`config.mk`:
```
export PLATFORM = sky130hd
export DESIGN_NAME = cslt_top
export DESIGN_NICKNAME = d
export VERILOG_FILES = /design/src/cslt_pkg.sv /design/src/cslt_acc_if.sv /design/src/cslt_sync.sv /design/src/cslt_seq.sv /design/src/cslt_top.sv
export SDC_FILE = /design/constraint.sdc
export NUM_CORES = 1
export LEC_CHECK = 0
export BUFFER_PORTS_ARGS = -buffer_cell sky130_fd_sc_hd__buf_2
export CAP_MARGIN = 20
export CORE_ASPECT_RATIO = 1.75
export CORE_MARGIN = 2
export CORE_UTILIZATION = 56
export CTS_CLUSTER_DIAMETER = 40
export DETAILED_ROUTE_END_ITERATION = 12
export PLACE_DENSITY = 0.91
export RECOVER_POWER = 25
export SYNTH_ARGS = -nofsm -noshare
export SYNTH_HDL_FRONTEND = slang
export SYNTH_SLANG_ARGS = --single-unit
```
`constraint.sdc`:
```
create_clock -name clk -period 2.8 [get_ports clk]
set_clock_uncertainty 0.2 [all_clocks]
set_input_delay 0.14 -clock clk [delete_from_list [all_inputs] [get_ports clk]]
set_output_delay 0.14 -clock clk [all_outputs]
set_load 0.03 [all_outputs]
```
`src/cslt_pkg.sv`:
```
// constants of the card slot timing and interrupt block
// assumes a 32-bit AXI4-Lite register port with full byte addresses
package cslt_pkg;
  // ****************************************************************
  // register byte addresses
  // ****************************************************************
  localparam logic [31:0] ADDR_SLOT_CFG = 32'h4B80_1820;
  localparam logic [31:0] ADDR_IRQ      = 32'h4B80_1824;
  localparam logic [31:0] ADDR_ATTR_TIM = 32'h4B80_1828;
  localparam logic [31:0] ADDR_IO_TIM   = 32'h4B80_182C;
  localparam logic [31:0] ADDR_COMM_TIM = 32'h4B80_1830;
  localparam logic [31:0] ADDR_DISK_CTL = 32'h4B80_1900;

  // ****************************************************************
  // reset values and writable masks
  // ****************************************************************
  localparam logic [31:0] RST_IRQ      = 32'h0000_0600;
  localparam logic [31:0] RST_TIM      = 32'h0003_1909;
  localparam logic [31:0] RST_DISK_CTL = 32'h0000_0002;
  localparam logic [31:0] RST_SLOT_CFG = 32'h0000_0F00;
  localparam logic [31:0] MASK_TIM     = 32'h007F_7F7F;

  // ****************************************************************
  // field positions
  // ****************************************************************
  localparam int MASK_LSB      = 8;  // masks at 10:8, pending at 2:0
  localparam int SETUP_LSB     = 0;
  localparam int STROBE_LSB    = 8;
  localparam int HOLD_LSB      = 16;
  localparam int LEN_W         = 7;
  localparam int IO_WIDE_BIT   = 8;
  localparam int COMM_WIDE_BIT = 9;
  localparam int ATTR_WIDE_BIT = 10;
  localparam int WAIT_HON_BIT  = 11;
  localparam int ENABLE_BIT    = 0;
  localparam int CLKDN_BIT     = 1;

  // ****************************************************************
  // types
  // ****************************************************************
  typedef enum logic [2:0] {
    REG_CFG = 3'h0, REG_IRQ = 3'h1, REG_ATTR = 3'h2, REG_IO = 3'h3,
    REG_COMM = 3'h4, REG_DISK = 3'h5, REG_NONE = 3'h7
  } cslt_reg_t;
  typedef enum logic [1:0] {
    SP_ATTR = 2'h0, SP_IO = 2'h1, SP_COMM = 2'h2
  } cslt_space_t;
  typedef enum logic [1:0] {
    PH_IDLE = 2'h0, PH_SETUP = 2'h1, PH_STROBE = 2'h2, PH_HOLD = 2'h3
  } cslt_phase_t;
  localparam logic [1:0] RESP_OKAY   = 2'h0;
  localparam logic [1:0] RESP_SLVERR = 2'h2;
endpackage

```
`src/cslt_acc_if.sv`:
```
// carrier between the register block and the access sequencer
// assumes both ends run on the same clock
`timescale 1ns/1ps
`default_nettype none
interface cslt_acc_if;
  logic                          start;
  logic [cslt_pkg::LEN_W-1:0]    setup_len;
  logic [cslt_pkg::LEN_W-1:0]    strobe_len;
  logic [cslt_pkg::LEN_W-1:0]    hold_len;
  logic                          wide;
  logic                          wait_honour;
  logic                          wait_n;
  logic                          busy;
  logic                          done;
  logic                          strobe_n;
  logic                          wide_out;
  cslt_pkg::cslt_phase_t         phase;
  modport ctrl (output start, setup_len, strobe_len, hold_len, wide, wait_honour, wait_n,
                input busy, done, strobe_n, wide_out, phase);
  modport seq  (input start, setup_len, strobe_len, hold_len, wide, wait_honour, wait_n,
                output busy, done, strobe_n, wide_out, phase);
endinterface
`default_nettype wire

```
`src/cslt_sync.sv`:
```
// two-stage synchroniser for pins from outside the clock domain
// assumes inputs are quasi-static levels; only the second stage is read
`timescale 1ns/1ps
`default_nettype none
module cslt_sync #(
  parameter int          W   = 3,
  parameter logic [W-1:0] RST = '1
) (
  // clock and control
  input  wire logic         clk,
  input  wire logic         rst,
  input  wire logic         ce,
  // levels
  input  wire logic [W-1:0] d,
  output logic [W-1:0]      q
);
  logic [W-1:0] meta_q;

  // stage one feeds stage two and nothing else
  always_ff @(posedge clk) begin
    if (rst) begin
      meta_q <= RST;
      q      <= RST;
    end else if (ce) begin
      meta_q <= d;
      q      <= meta_q;
    end
  end
endmodule
`default_nettype wire

```
`src/cslt_seq.sv`:
```
// card access sequencer: setup, strobe and hold phases
// assumes start is a one-cycle pulse given only while busy is low
`timescale 1ns/1ps
`default_nettype none
module cslt_seq (
  // clock and control
  input  wire logic clk,
  input  wire logic rst,
  input  wire logic ce,
  // link to the register block
  cslt_acc_if.seq   acc
);
  cslt_pkg::cslt_phase_t           ph_q, ph_d;
  logic [cslt_pkg::LEN_W-1:0]      cnt_q, cnt_d, len_w;
  logic [3*cslt_pkg::LEN_W-1:0]    lens_q;
  logic                            last_w, stall_w;

  // lengths are latched at start so a timing register write cannot stretch an access
  assign len_w   = (ph_q == cslt_pkg::PH_SETUP)  ? lens_q[0 +: cslt_pkg::LEN_W] :
                   (ph_q == cslt_pkg::PH_STROBE) ? lens_q[cslt_pkg::LEN_W +: cslt_pkg::LEN_W] :
                                                   lens_q[2*cslt_pkg::LEN_W +: cslt_pkg::LEN_W];
  assign stall_w = (ph_q == cslt_pkg::PH_STROBE) & acc.wait_honour & ~acc.wait_n;
  assign last_w  = (cnt_q == len_w) & ~stall_w;

  // phase order setup, strobe, hold
  always_comb begin
    ph_d  = ph_q;
    cnt_d = last_w ? '0 : cnt_q + 7'h01;
    case (ph_q)
      cslt_pkg::PH_IDLE: begin
        cnt_d = '0;
        if (acc.start) ph_d = cslt_pkg::PH_SETUP;
      end
      cslt_pkg::PH_SETUP:  if (last_w) ph_d = cslt_pkg::PH_STROBE;
      cslt_pkg::PH_STROBE: begin
        if (stall_w) cnt_d = cnt_q;
        if (last_w) ph_d = cslt_pkg::PH_HOLD;
      end
      cslt_pkg::PH_HOLD:   if (last_w) ph_d = cslt_pkg::PH_IDLE;
      default:             ph_d = cslt_pkg::PH_IDLE;
    endcase
  end

  // state and registered outputs
  always_ff @(posedge clk) begin
    if (rst) begin
      ph_q         <= cslt_pkg::PH_IDLE;
      cnt_q        <= '0;
      lens_q       <= '0;
      acc.busy     <= 1'b0;
      acc.done     <= 1'b0;
      acc.strobe_n <= 1'b1;
      acc.wide_out <= 1'b1;
    end else if (ce) begin
      ph_q         <= ph_d;
      cnt_q        <= cnt_d;
      acc.busy     <= (ph_d != cslt_pkg::PH_IDLE);
      acc.done     <= (ph_q == cslt_pkg::PH_HOLD) & last_w;
      acc.strobe_n <= (ph_d != cslt_pkg::PH_STROBE);
      if (acc.start && ph_q == cslt_pkg::PH_IDLE) begin
        lens_q       <= {acc.hold_len, acc.strobe_len, acc.setup_len};
        acc.wide_out <= acc.wide;
      end
    end
  end
  assign acc.phase = ph_q;

  // ****************************************************************
  // checks
  // ****************************************************************
  property p_phase_end;
    @(posedge clk) disable iff (rst)
      (ce && ph_q == cslt_pkg::PH_SETUP && cnt_q == lens_q[6:0]) |=> ph_q == cslt_pkg::PH_STROBE;
  endproperty
  a_phase_end: assert property (p_phase_end) else $error("setup did not end at its length");
  property p_wait_hold;
    @(posedge clk) disable iff (rst)
      (ce && stall_w) |=> (ph_q == cslt_pkg::PH_STROBE && $stable(cnt_q));
  endproperty
  a_wait_hold: assert property (p_wait_hold) else $error("strobe left while card waited");
  property p_order;
    @(posedge clk) disable iff (rst)
      (ce && ph_q == cslt_pkg::PH_IDLE && acc.start) |=> ph_q == cslt_pkg::PH_SETUP;
  endproperty
  a_order: assert property (p_order) else $error("access did not open with setup");
  c_wait: cover property (@(posedge clk) disable iff (rst) ce && stall_w);
endmodule
`default_nettype wire

```
`src/cslt_top.sv`:
```
// card slot timing, interrupt and disk host power control, AXI4-Lite slave
// assumes card pins are asynchronous; disk_host_idle and acc_req are on clk
`timescale 1ns/1ps
`default_nettype none
module cslt_top (
  // clock and control
  input  wire logic        clk,
  input  wire logic        rst,
  input  wire logic        ce,
  // axi4-lite write channels
  input  wire logic [31:0] s_axi_awaddr,
  input  wire logic        s_axi_awvalid,
  output logic             s_axi_awready,
  input  wire logic [31:0] s_axi_wdata,
  input  wire logic [3:0]  s_axi_wstrb,
  input  wire logic        s_axi_wvalid,
  output logic             s_axi_wready,
  output logic [1:0]       s_axi_bresp,
  output logic             s_axi_bvalid,
  input  wire logic        s_axi_bready,
  // axi4-lite read channels
  input  wire logic [31:0] s_axi_araddr,
  input  wire logic        s_axi_arvalid,
  output logic             s_axi_arready,
  output logic [31:0]      s_axi_rdata,
  output logic [1:0]       s_axi_rresp,
  output logic             s_axi_rvalid,
  input  wire logic        s_axi_rready,
  // card pins
  input  wire logic        card_detect_in_n,
  input  wire logic        card_irq_in_n,
  input  wire logic        card_wait_in_n,
  output logic             card_strobe_n,
  output logic             card_wide,
  // access request port
  input  wire logic        acc_req,
  input  wire logic [1:0]  acc_space,
  output logic             acc_busy,
  output logic             acc_done,
  // disk host and interrupt
  input  wire logic        disk_host_idle,
  output logic             disk_host_enable,
  output logic             card_irq_out
);
  // ****************************************************************
  // helpers
  // ****************************************************************
  function automatic cslt_pkg::cslt_reg_t reg_index(input logic [31:0] a);
    case (a)
      cslt_pkg::ADDR_SLOT_CFG: reg_index = cslt_pkg::REG_CFG;
      cslt_pkg::ADDR_IRQ:      reg_index = cslt_pkg::REG_IRQ;
      cslt_pkg::ADDR_ATTR_TIM: reg_index = cslt_pkg::REG_ATTR;
      cslt_pkg::ADDR_IO_TIM:   reg_index = cslt_pkg::REG_IO;
      cslt_pkg::ADDR_COMM_TIM: reg_index = cslt_pkg::REG_COMM;
      cslt_pkg::ADDR_DISK_CTL: reg_index = cslt_pkg::REG_DISK;
      default:                 reg_index = cslt_pkg::REG_NONE;
    endcase
  endfunction

  // byte-lane merge of write data into an old word
  function automatic logic [31:0] merge(input logic [31:0] old, input logic [31:0] wd,
                                        input logic [3:0] st);
    for (int i = 0; i < 4; i++) begin
      if (st[i]) old[8*i +: 8] = wd[8*i +: 8];
    end
    merge = old;
  endfunction

  // ****************************************************************
  // state
  // ****************************************************************
  logic        aw_have_q, w_have_q;
  logic [31:0] aw_addr_q, w_data_q;
  logic [3:0]  w_strb_q;
  logic [2:0]  mask_q, pend_q, pend_d, pend_set, pend_clr;
  logic [31:0] attr_tim_q, io_tim_q, comm_tim_q;
  logic [3:0]  cfg_q;            // wait honour, attr, common, io wide
  logic        clk_down_ready_q;
  logic [2:0]  pins_s, pins_d1_q; // detect, request, wait (all active low)
  logic        cd_fall, irq_fall, card_present, acc_start, empty_err;
  logic        wr_fire, ar_fire;
  cslt_pkg::cslt_reg_t wr_idx, rd_idx;
  logic [31:0] wr_new, rd_word, irq_word, tim_sel;
  logic [31:0] cfg_merged, irq_merged;
  cslt_acc_if  acc ();

  // ****************************************************************
  // pin synchronisers and edges
  // ****************************************************************
  cslt_sync #(.W(3), .RST(3'h7)) u_sync (
    .clk (clk),
    .rst (rst),
    .ce  (ce),
    .d   ({card_wait_in_n, card_irq_in_n, card_detect_in_n}),
    .q   (pins_s)
  );

  // previous synchronised level, for edge detection
  always_ff @(posedge clk) begin
    if (rst) pins_d1_q <= 3'h7;
    else if (ce) pins_d1_q <= pins_s;
  end

  // insertion and request are falling edges of active-low levels
  assign cd_fall      = pins_d1_q[0] & ~pins_s[0];
  assign irq_fall     = pins_d1_q[1] & ~pins_s[1];
  assign card_present = ~pins_s[0];

  // ****************************************************************
  // access launch
  // ****************************************************************
  // a request with no card raises an error and never reaches the card
  assign empty_err = acc_req & ~acc.busy & ~card_present;
  assign acc_start = acc_req & ~acc.busy & card_present;
  assign tim_sel   = (acc_space == cslt_pkg::SP_ATTR) ? attr_tim_q :
                     (acc_space == cslt_pkg::SP_IO)   ? io_tim_q   :
                                                        comm_tim_q;

  assign acc.start       = acc_start;
  assign acc.setup_len   = tim_sel[cslt_pkg::SETUP_LSB  +: cslt_pkg::LEN_W];
  assign acc.strobe_len  = tim_sel[cslt_pkg::STROBE_LSB +: cslt_pkg::LEN_W];
  assign acc.hold_len    = tim_sel[cslt_pkg::HOLD_LSB   +: cslt_pkg::LEN_W];
  assign acc.wide        = (acc_space == cslt_pkg::SP_ATTR) ? cfg_q[2] :
                           (acc_space == cslt_pkg::SP_IO)   ? cfg_q[0] : cfg_q[1];
  assign acc.wait_honour = cfg_q[3];
  assign acc.wait_n      = pins_s[2];

  cslt_seq u_seq (
    .clk (clk),
    .rst (rst),
    .ce  (ce),
    .acc (acc.seq)
  );

  assign card_strobe_n = acc.strobe_n;
  assign card_wide     = acc.wide_out;
  assign acc_busy      = acc.busy;
  assign acc_done      = acc.done;

  // ****************************************************************
  // register bus decode
  // ****************************************************************
  assign wr_fire  = aw_have_q & w_have_q & ~s_axi_bvalid;
  assign ar_fire  = s_axi_arvalid & s_axi_arready;
  assign wr_idx   = reg_index(aw_addr_q);
  assign rd_idx   = reg_index(s_axi_araddr);
  assign irq_word = {21'h0, mask_q, 5'h0, pend_q};
  assign rd_word  = (rd_idx == cslt_pkg::REG_CFG)  ? {20'h0, cfg_q, 5'h0, pins_s} :
                    (rd_idx == cslt_pkg::REG_IRQ)  ? irq_word :
                    (rd_idx == cslt_pkg::REG_ATTR) ? attr_tim_q :
                    (rd_idx == cslt_pkg::REG_IO)   ? io_tim_q :
                    (rd_idx == cslt_pkg::REG_COMM) ? comm_tim_q :
                    (rd_idx == cslt_pkg::REG_DISK) ?
                      {30'h0, clk_down_ready_q, disk_host_enable} : 32'h0;
  assign wr_new   = merge(32'h0, w_data_q, w_strb_q);
  // old word merged with the write, so a lane left out keeps its bits
  assign cfg_merged = merge({20'h0, cfg_q, 8'h0}, w_data_q, w_strb_q);
  assign irq_merged = merge(irq_word, w_data_q, w_strb_q);

  // pending: set wins over a write-one clear in the same cycle
  assign pend_set = {empty_err, irq_fall, cd_fall};
  assign pend_clr = (wr_fire && wr_idx == cslt_pkg::REG_IRQ) ? wr_new[2:0] : 3'h0;
  assign pend_d   = (pend_q & ~pend_clr) | pend_set;

  // ****************************************************************
  // axi channel handshakes
  // ****************************************************************
  // address and data are caught apart and the write runs once both are held
  always_ff @(posedge clk) begin
    if (rst) begin
      aw_have_q     <= 1'b0;
      w_have_q      <= 1'b0;
      aw_addr_q     <= 32'h0;
      w_data_q      <= 32'h0;
      w_strb_q      <= 4'h0;
      s_axi_awready <= 1'b1;
      s_axi_wready  <= 1'b1;
      s_axi_bvalid  <= 1'b0;
      s_axi_bresp   <= cslt_pkg::RESP_OKAY;
    end else if (ce) begin
      if (s_axi_awvalid && s_axi_awready) begin
        aw_have_q     <= 1'b1;
        aw_addr_q     <= s_axi_awaddr;
        s_axi_awready <= 1'b0;
      end
      if (s_axi_wvalid && s_axi_wready) begin
        w_have_q     <= 1'b1;
        w_data_q     <= s_axi_wdata;
        w_strb_q     <= s_axi_wstrb;
        s_axi_wready <= 1'b0;
      end
      if (wr_fire) begin
        aw_have_q    <= 1'b0;
        w_have_q     <= 1'b0;
        s_axi_bvalid <= 1'b1;
        s_axi_bresp  <= (wr_idx == cslt_pkg::REG_NONE) ? cslt_pkg::RESP_SLVERR
                                                       : cslt_pkg::RESP_OKAY;
      end
      if (s_axi_bvalid && s_axi_bready) begin
        s_axi_bvalid  <= 1'b0;
        s_axi_awready <= 1'b1;
        s_axi_wready  <= 1'b1;
      end
    end
  end

  // read answers one cycle after the address is taken
  always_ff @(posedge clk) begin
    if (rst) begin
      s_axi_arready <= 1'b1;
      s_axi_rvalid  <= 1'b0;
      s_axi_rdata   <= 32'h0;
      s_axi_rresp   <= cslt_pkg::RESP_OKAY;
    end else if (ce) begin
      if (ar_fire) begin
        s_axi_arready <= 1'b0;
        s_axi_rvalid  <= 1'b1;
        s_axi_rdata   <= rd_word;
        s_axi_rresp   <= (rd_idx == cslt_pkg::REG_NONE) ? cslt_pkg::RESP_SLVERR
                                                        : cslt_pkg::RESP_OKAY;
      end else if (s_axi_rvalid && s_axi_rready) begin
        s_axi_rvalid  <= 1'b0;
        s_axi_arready <= 1'b1;
      end
    end
  end

  // ****************************************************************
  // register file
  // ****************************************************************
  // mask and timing writes obey byte lanes; reserved bits stay zero
  always_ff @(posedge clk) begin
    if (rst) begin
      mask_q           <= cslt_pkg::RST_IRQ[cslt_pkg::MASK_LSB +: 3];
      pend_q           <= 3'h0;
      attr_tim_q       <= cslt_pkg::RST_TIM;
      io_tim_q         <= cslt_pkg::RST_TIM;
      comm_tim_q       <= cslt_pkg::RST_TIM;
      cfg_q            <= cslt_pkg::RST_SLOT_CFG[cslt_pkg::IO_WIDE_BIT +: 4];
      disk_host_enable <= cslt_pkg::RST_DISK_CTL[cslt_pkg::ENABLE_BIT];
      clk_down_ready_q <= cslt_pkg::RST_DISK_CTL[cslt_pkg::CLKDN_BIT];
      card_irq_out     <= 1'b0;
    end else if (ce) begin
      pend_q           <= pend_d;
      card_irq_out     <= |(pend_q & ~mask_q);
      clk_down_ready_q <= disk_host_idle & ~disk_host_enable;
      if (wr_fire) begin
        case (wr_idx)
          cslt_pkg::REG_CFG:  cfg_q <= cfg_merged[cslt_pkg::IO_WIDE_BIT +: 4];
          cslt_pkg::REG_IRQ:  mask_q <= irq_merged[cslt_pkg::MASK_LSB +: 3];
          cslt_pkg::REG_ATTR: attr_tim_q <= merge(attr_tim_q, w_data_q, w_strb_q)
                                            & cslt_pkg::MASK_TIM;
          cslt_pkg::REG_IO:   io_tim_q <= merge(io_tim_q, w_data_q, w_strb_q)
                                          & cslt_pkg::MASK_TIM;
          cslt_pkg::REG_COMM: comm_tim_q <= merge(comm_tim_q, w_data_q, w_strb_q)
                                            & cslt_pkg::MASK_TIM;
          cslt_pkg::REG_DISK: if (w_strb_q[0]) disk_host_enable <= w_data_q[0];
          default:            ;
        endcase
      end
    end
  end

  // ****************************************************************
  // checks
  // ****************************************************************
  property p_mask_reset;
    @(posedge clk) disable iff (rst) $past(rst) |-> (mask_q == 3'h6 && pend_q == 3'h0);
  endproperty
  a_mask_reset: assert property (p_mask_reset) else $error("mask reset wrong");
  property p_err_set;
    @(posedge clk) disable iff (rst) (ce && empty_err) |=> pend_q[2];
  endproperty
  a_err_set: assert property (p_err_set) else $error("empty slot error not latched");
  property p_req_set;
    @(posedge clk) disable iff (rst) (ce && irq_fall) |=> pend_q[1];
  endproperty
  a_req_set: assert property (p_req_set) else $error("card request not latched");
  property p_cd_set;
    @(posedge clk) disable iff (rst) (ce && cd_fall) |=> pend_q[0] ##1 (pend_q[0] || !ce || $past(pend_clr[0]));
  endproperty
  a_cd_set: assert property (p_cd_set) else $error("card detect not latched");
  property p_w1c;
    @(posedge clk) disable iff (rst) (ce && pend_clr[0] && !cd_fall) |=> !pend_q[0];
  endproperty
  a_w1c: assert property (p_w1c) else $error("pending not cleared by one");
  property p_tim_reset;
    @(posedge clk) disable iff (rst)
      $past(rst) |-> (attr_tim_q == 32'h0003_1909 && io_tim_q == comm_tim_q && io_tim_q == attr_tim_q);
  endproperty
  a_tim_reset: assert property (p_tim_reset) else $error("timing reset wrong");
  property p_clkdn;
    @(posedge clk) disable iff (rst) (ce && disk_host_enable) |=> !clk_down_ready_q;
  endproperty
  a_clkdn: assert property (p_clkdn) else $error("clock-down ready while enabled");
  property p_irq_out;
    @(posedge clk) disable iff (rst) ce |=> (card_irq_out == |($past(pend_q) & ~$past(mask_q)));
  endproperty
  a_irq_out: assert property (p_irq_out) else $error("interrupt out wrong");
  c_err:  cover property (@(posedge clk) disable iff (rst) ce && empty_err);
  c_done: cover property (@(posedge clk) disable iff (rst) acc_done);
  c_irq:  cover property (@(posedge clk) disable iff (rst) card_irq_out);
  c_strobe: cover property (@(posedge clk) disable iff (rst) acc.phase == cslt_pkg::PH_STROBE);
endmodule
`default_nettype wire

```
==> flow_summary.json <==
{
  "critPathArrivalTime_ns": 2.83,
  "cts_tree": "yes",
  "layout_setup_ws_ns": 0.114,
  "netlist_area_mm2": 0.00910,
  "synth_seq_cells": 204,
  "synthArstFlopShare_pct": 0,
  "tightest_slew_ns": 0.870,
  "firstDrtPassIters": 6,
  "overflow": 0,
  "critPathLaunchType": "flip-flop",
  "synth_top_family_by_area": "simple AND/OR/NAND/NOR gates",
  "clock_path_buffers": 3,
  "synth_most_common_cell": "dfxtp_1",
  "cts_sinks": 204,
  "cp.required_ns": 2.95,
  "htree_levels": 1,
  "r2r_start": "aw_addr_q[5]",
  "r2r_end": "comm_tim_q[11]",
  "synth_compound_area_share_pct": 15.2,
  "power.leakage_uw": 0.00474,
  "ys_top_cells_by_area": "dfxtp_1, mux2i_1, nand2_1",
  "root_buffer": "clkbuf_16",
  "route.final.wire_length_um": 30700,
  "gp_routability_congestion": 0.870,
  "cp_slowest_cell": "and4_1",
  "synth_top_cell_area_share_pct": 44.9,
  "synth_area_leader_cell": "dfxtp_1",
  "ff_latch_area_mm2": 0.00408,
  "final_cells": 1500,
  "drtIter0Drc": 1016,
  "dieArea_mm2": 0.0173,
  "min_period_over_period_pct": 95.9,
  "die_w_um": 100,
  "multi_input_area_mm2": 0.00465,
  "grt_pass1_vias": 9474,
  "postLayoutCoreUtil_pct": 72.5,
  "cap_violations": 0,
  "synthAdderAreaFrac_pct": 0.137,
  "clkTransAtPathRegs_ns": 0.07,
  "synthMuxAreaShare_pct": 12.2,
  "seq_area_frac_synth_pct": 44.9,
  "reg2regPathDepth": 5,
  "pre_cts_ws_ns": 0.321,
  "post_drt_wl_per_cell_um": 20.5,
  "status": "finished, final reports clean",
  "tns_ns": 0,
  "antenna_found_initial": 3,
  "power_density_mw_per_mm2": 543,
  "die_y_um": 173,
  "synth_common_cells": "dfxtp_1, nand2_1, nor2_1",
  "ys_warn_count": 0,
  "slowest_delay_ns": 0.64,
  "synth_xor_area_share_pct": 0.770,
  "numCtsBuffers": 19,
  "timing.fmax_ghz": 0.372,
  "ir_worst_vdd_uv": 472,
  "drc": 0,
  "crit_fanout": 7,
  "slew_headroom_pct": 42.0,
  "fin_nets": 1412,
  "place_hpwl_um": 16100,
  "hold_depth": 5,
  "placed_cells_incl_taps": 1360,
  "setup_viol_count_final": 0,
  "grt_pass1_wl_um": 47700,
  "ys_types": 62,
  "cp_num_buf_inv": 0,
  "synth_edf_count": 0,
  "hold_viol": 0,
  "worst_setup_path_end_kind": "flip-flop",
  "crit_family": "simple AND/OR/NAND/NOR gates",
  "regToRegSetupSlack_ns": 0.11,
  "grt_max_degree": 98,
  "path_cells": "nor2b_1, nor3b_1, and4_1, mux2i_1, nand2_1",
  "area_growth_syn_to_layout_pct": 26.4,
  "netlist_instances": 1085,
  "yosys.area_share.simple_pct": 21.9,
  "min_period_ns": 2.69,
  "hp-class": "primary input to flip-flop",
  "placeableCoreArea_mm2": 0.0159,
  "portBuffers": 136,
  "drive_gt1_share_pct": 13.4,
  "min_from": "s_axi_araddr[2]",
  "grt_util_all_layers_pct": 34.0,
  "fp-row-count": 61,
  "rsz0062_at_grt": "no",
  "start_util_pct": 57.3,
  "antenna_left": 0,
  "viasPerCell": 6.36,
  "boundaryPins": 162,
  "path_class": "flip-flop to flip-flop",
  "num-fill-cells": 994,
  "power_uw": 6250,
  "syn_avg_cell_area_um2": 8.39,
  "drv_slew": 0,
  "min_to": "s_axi_rdata[0]",
  "synth_ff_type": "dfxtp_1",
  "vias": 9536,
  "clock_latency_ns": 0.50
}
## cells by family after synthesis
kind of cell,Yosys count
AO/OA/AOI/OAI,236
XOR/XNOR,8
adder cells (fa/ha/maj),1
buffers and inverters,97
flip-flops,204
multiplexers,111
other,1
AND/OR/NAND/NOR,427
## routing by layer
layer / track usage [%] / up-vias / part of all wire (%)
met2: 59.3 / 681 / 50
met4: 22.8 / 0 / 8.5
met1: 36.9 / 4443 / 34
li1: - / 4176 / -
met3: 5.17 / 236 / 7.8
met5: 0 / - / 0
## layout by cell type, fill, tap and decap left out, types with 11 or more instances in the layout
cell             n
o22ai_1         12
buf_2          101
conb_1          13
clkbuf_1        38
o21ai_0         50
nand3_1         11
a21boi_0        15
nand2b_1        14
inv_1           11
mux2i_1        111
dlygate4sd3_1  104
dfxtp_1        204
nand2_1        191
nor3_1          11
a21oi_1        110
nor2_1         121
clkbuf_16       19
buf_4           23
## worst min-delay path: cells and delay by family
kind | cells | cell delay [ns]
compound gates | 2 | 0.20
buf+inv | 1 | 0.19
simple gates | 2 | 0.19
## report_power, final
group / total [uW] / switching (uW) / internal, uW
sequential: 3030 / 63.7 / 2960
clock: 2590 / 1130 / 1460
combinational: 631 / 366 / 264
total: 6250 / 1560 / 4690
## sequential cells by signal, summed over array words and instances, names as in the netlist, 2 cells and up
signal	flops
mask_q	3
comm_tim_q	21
pins_d1_q	2
u_seq.lens_q	21
u_seq.cnt_q	7
aw_addr_q	32
attr_tim_q	21
cfg_q	4
w_strb_q	3
u_sync.meta_q	3
u_seq.acc.phase	2
w_data_q	21
u_sync.q	3
io_tim_q	21
s_axi_rdata	21
pend_q	3
## stage by stage
step                cell area, um2  hold WS [ns]
finish                       11500        0.0750
global route                 11500         0.124
CTS                          11500        0.0497
detailed placement            9860         0.171
global placement              9860         0.158
floorplan                     9150        0.0684
## what timing repair did
action	CTS	global route
setup endpoints to repair	0	4
setup buffers	0	0
hold endpoints to repair	83	0
gates resized for setup	0	6
hold buffers	104	0
## worst max path at each step
stage / end / from / cells past startpoint / slack, ns
2_1_floorplan: u_seq.acc.phase[1] / u_seq.acc.phase[0] / 8 / 0.72
3_3_place_gp: u_seq.acc.phase[0] / u_seq.acc.phase[0] / 6 / 0.33
3_5_place_dp: u_seq.acc.phase[1] / u_seq.acc.phase[0] / 6 / 0.32
4_1_cts: pend_q[2] / aw_addr_q[5] / 7 / 0.20
5_1_grt: u_seq.acc.phase[1] / u_seq.acc.phase[1] / 6 / 0.005
6_report: comm_tim_q[11] / aw_addr_q[5] / 5 / 0.11
## cell type report
class                           count  area share, %
Multi-Input combinational cell    796           40.4
Sequential cell                   204           35.5
Inverter                           11          0.359
Clock buffer                       27           4.74
Timing Repair Buffer              264           16.3
Antenna cell                        3         0.0652
Clock inverter                      6          0.587
Tap cell                          189           2.06
Power figures use the tool's default switching activity.
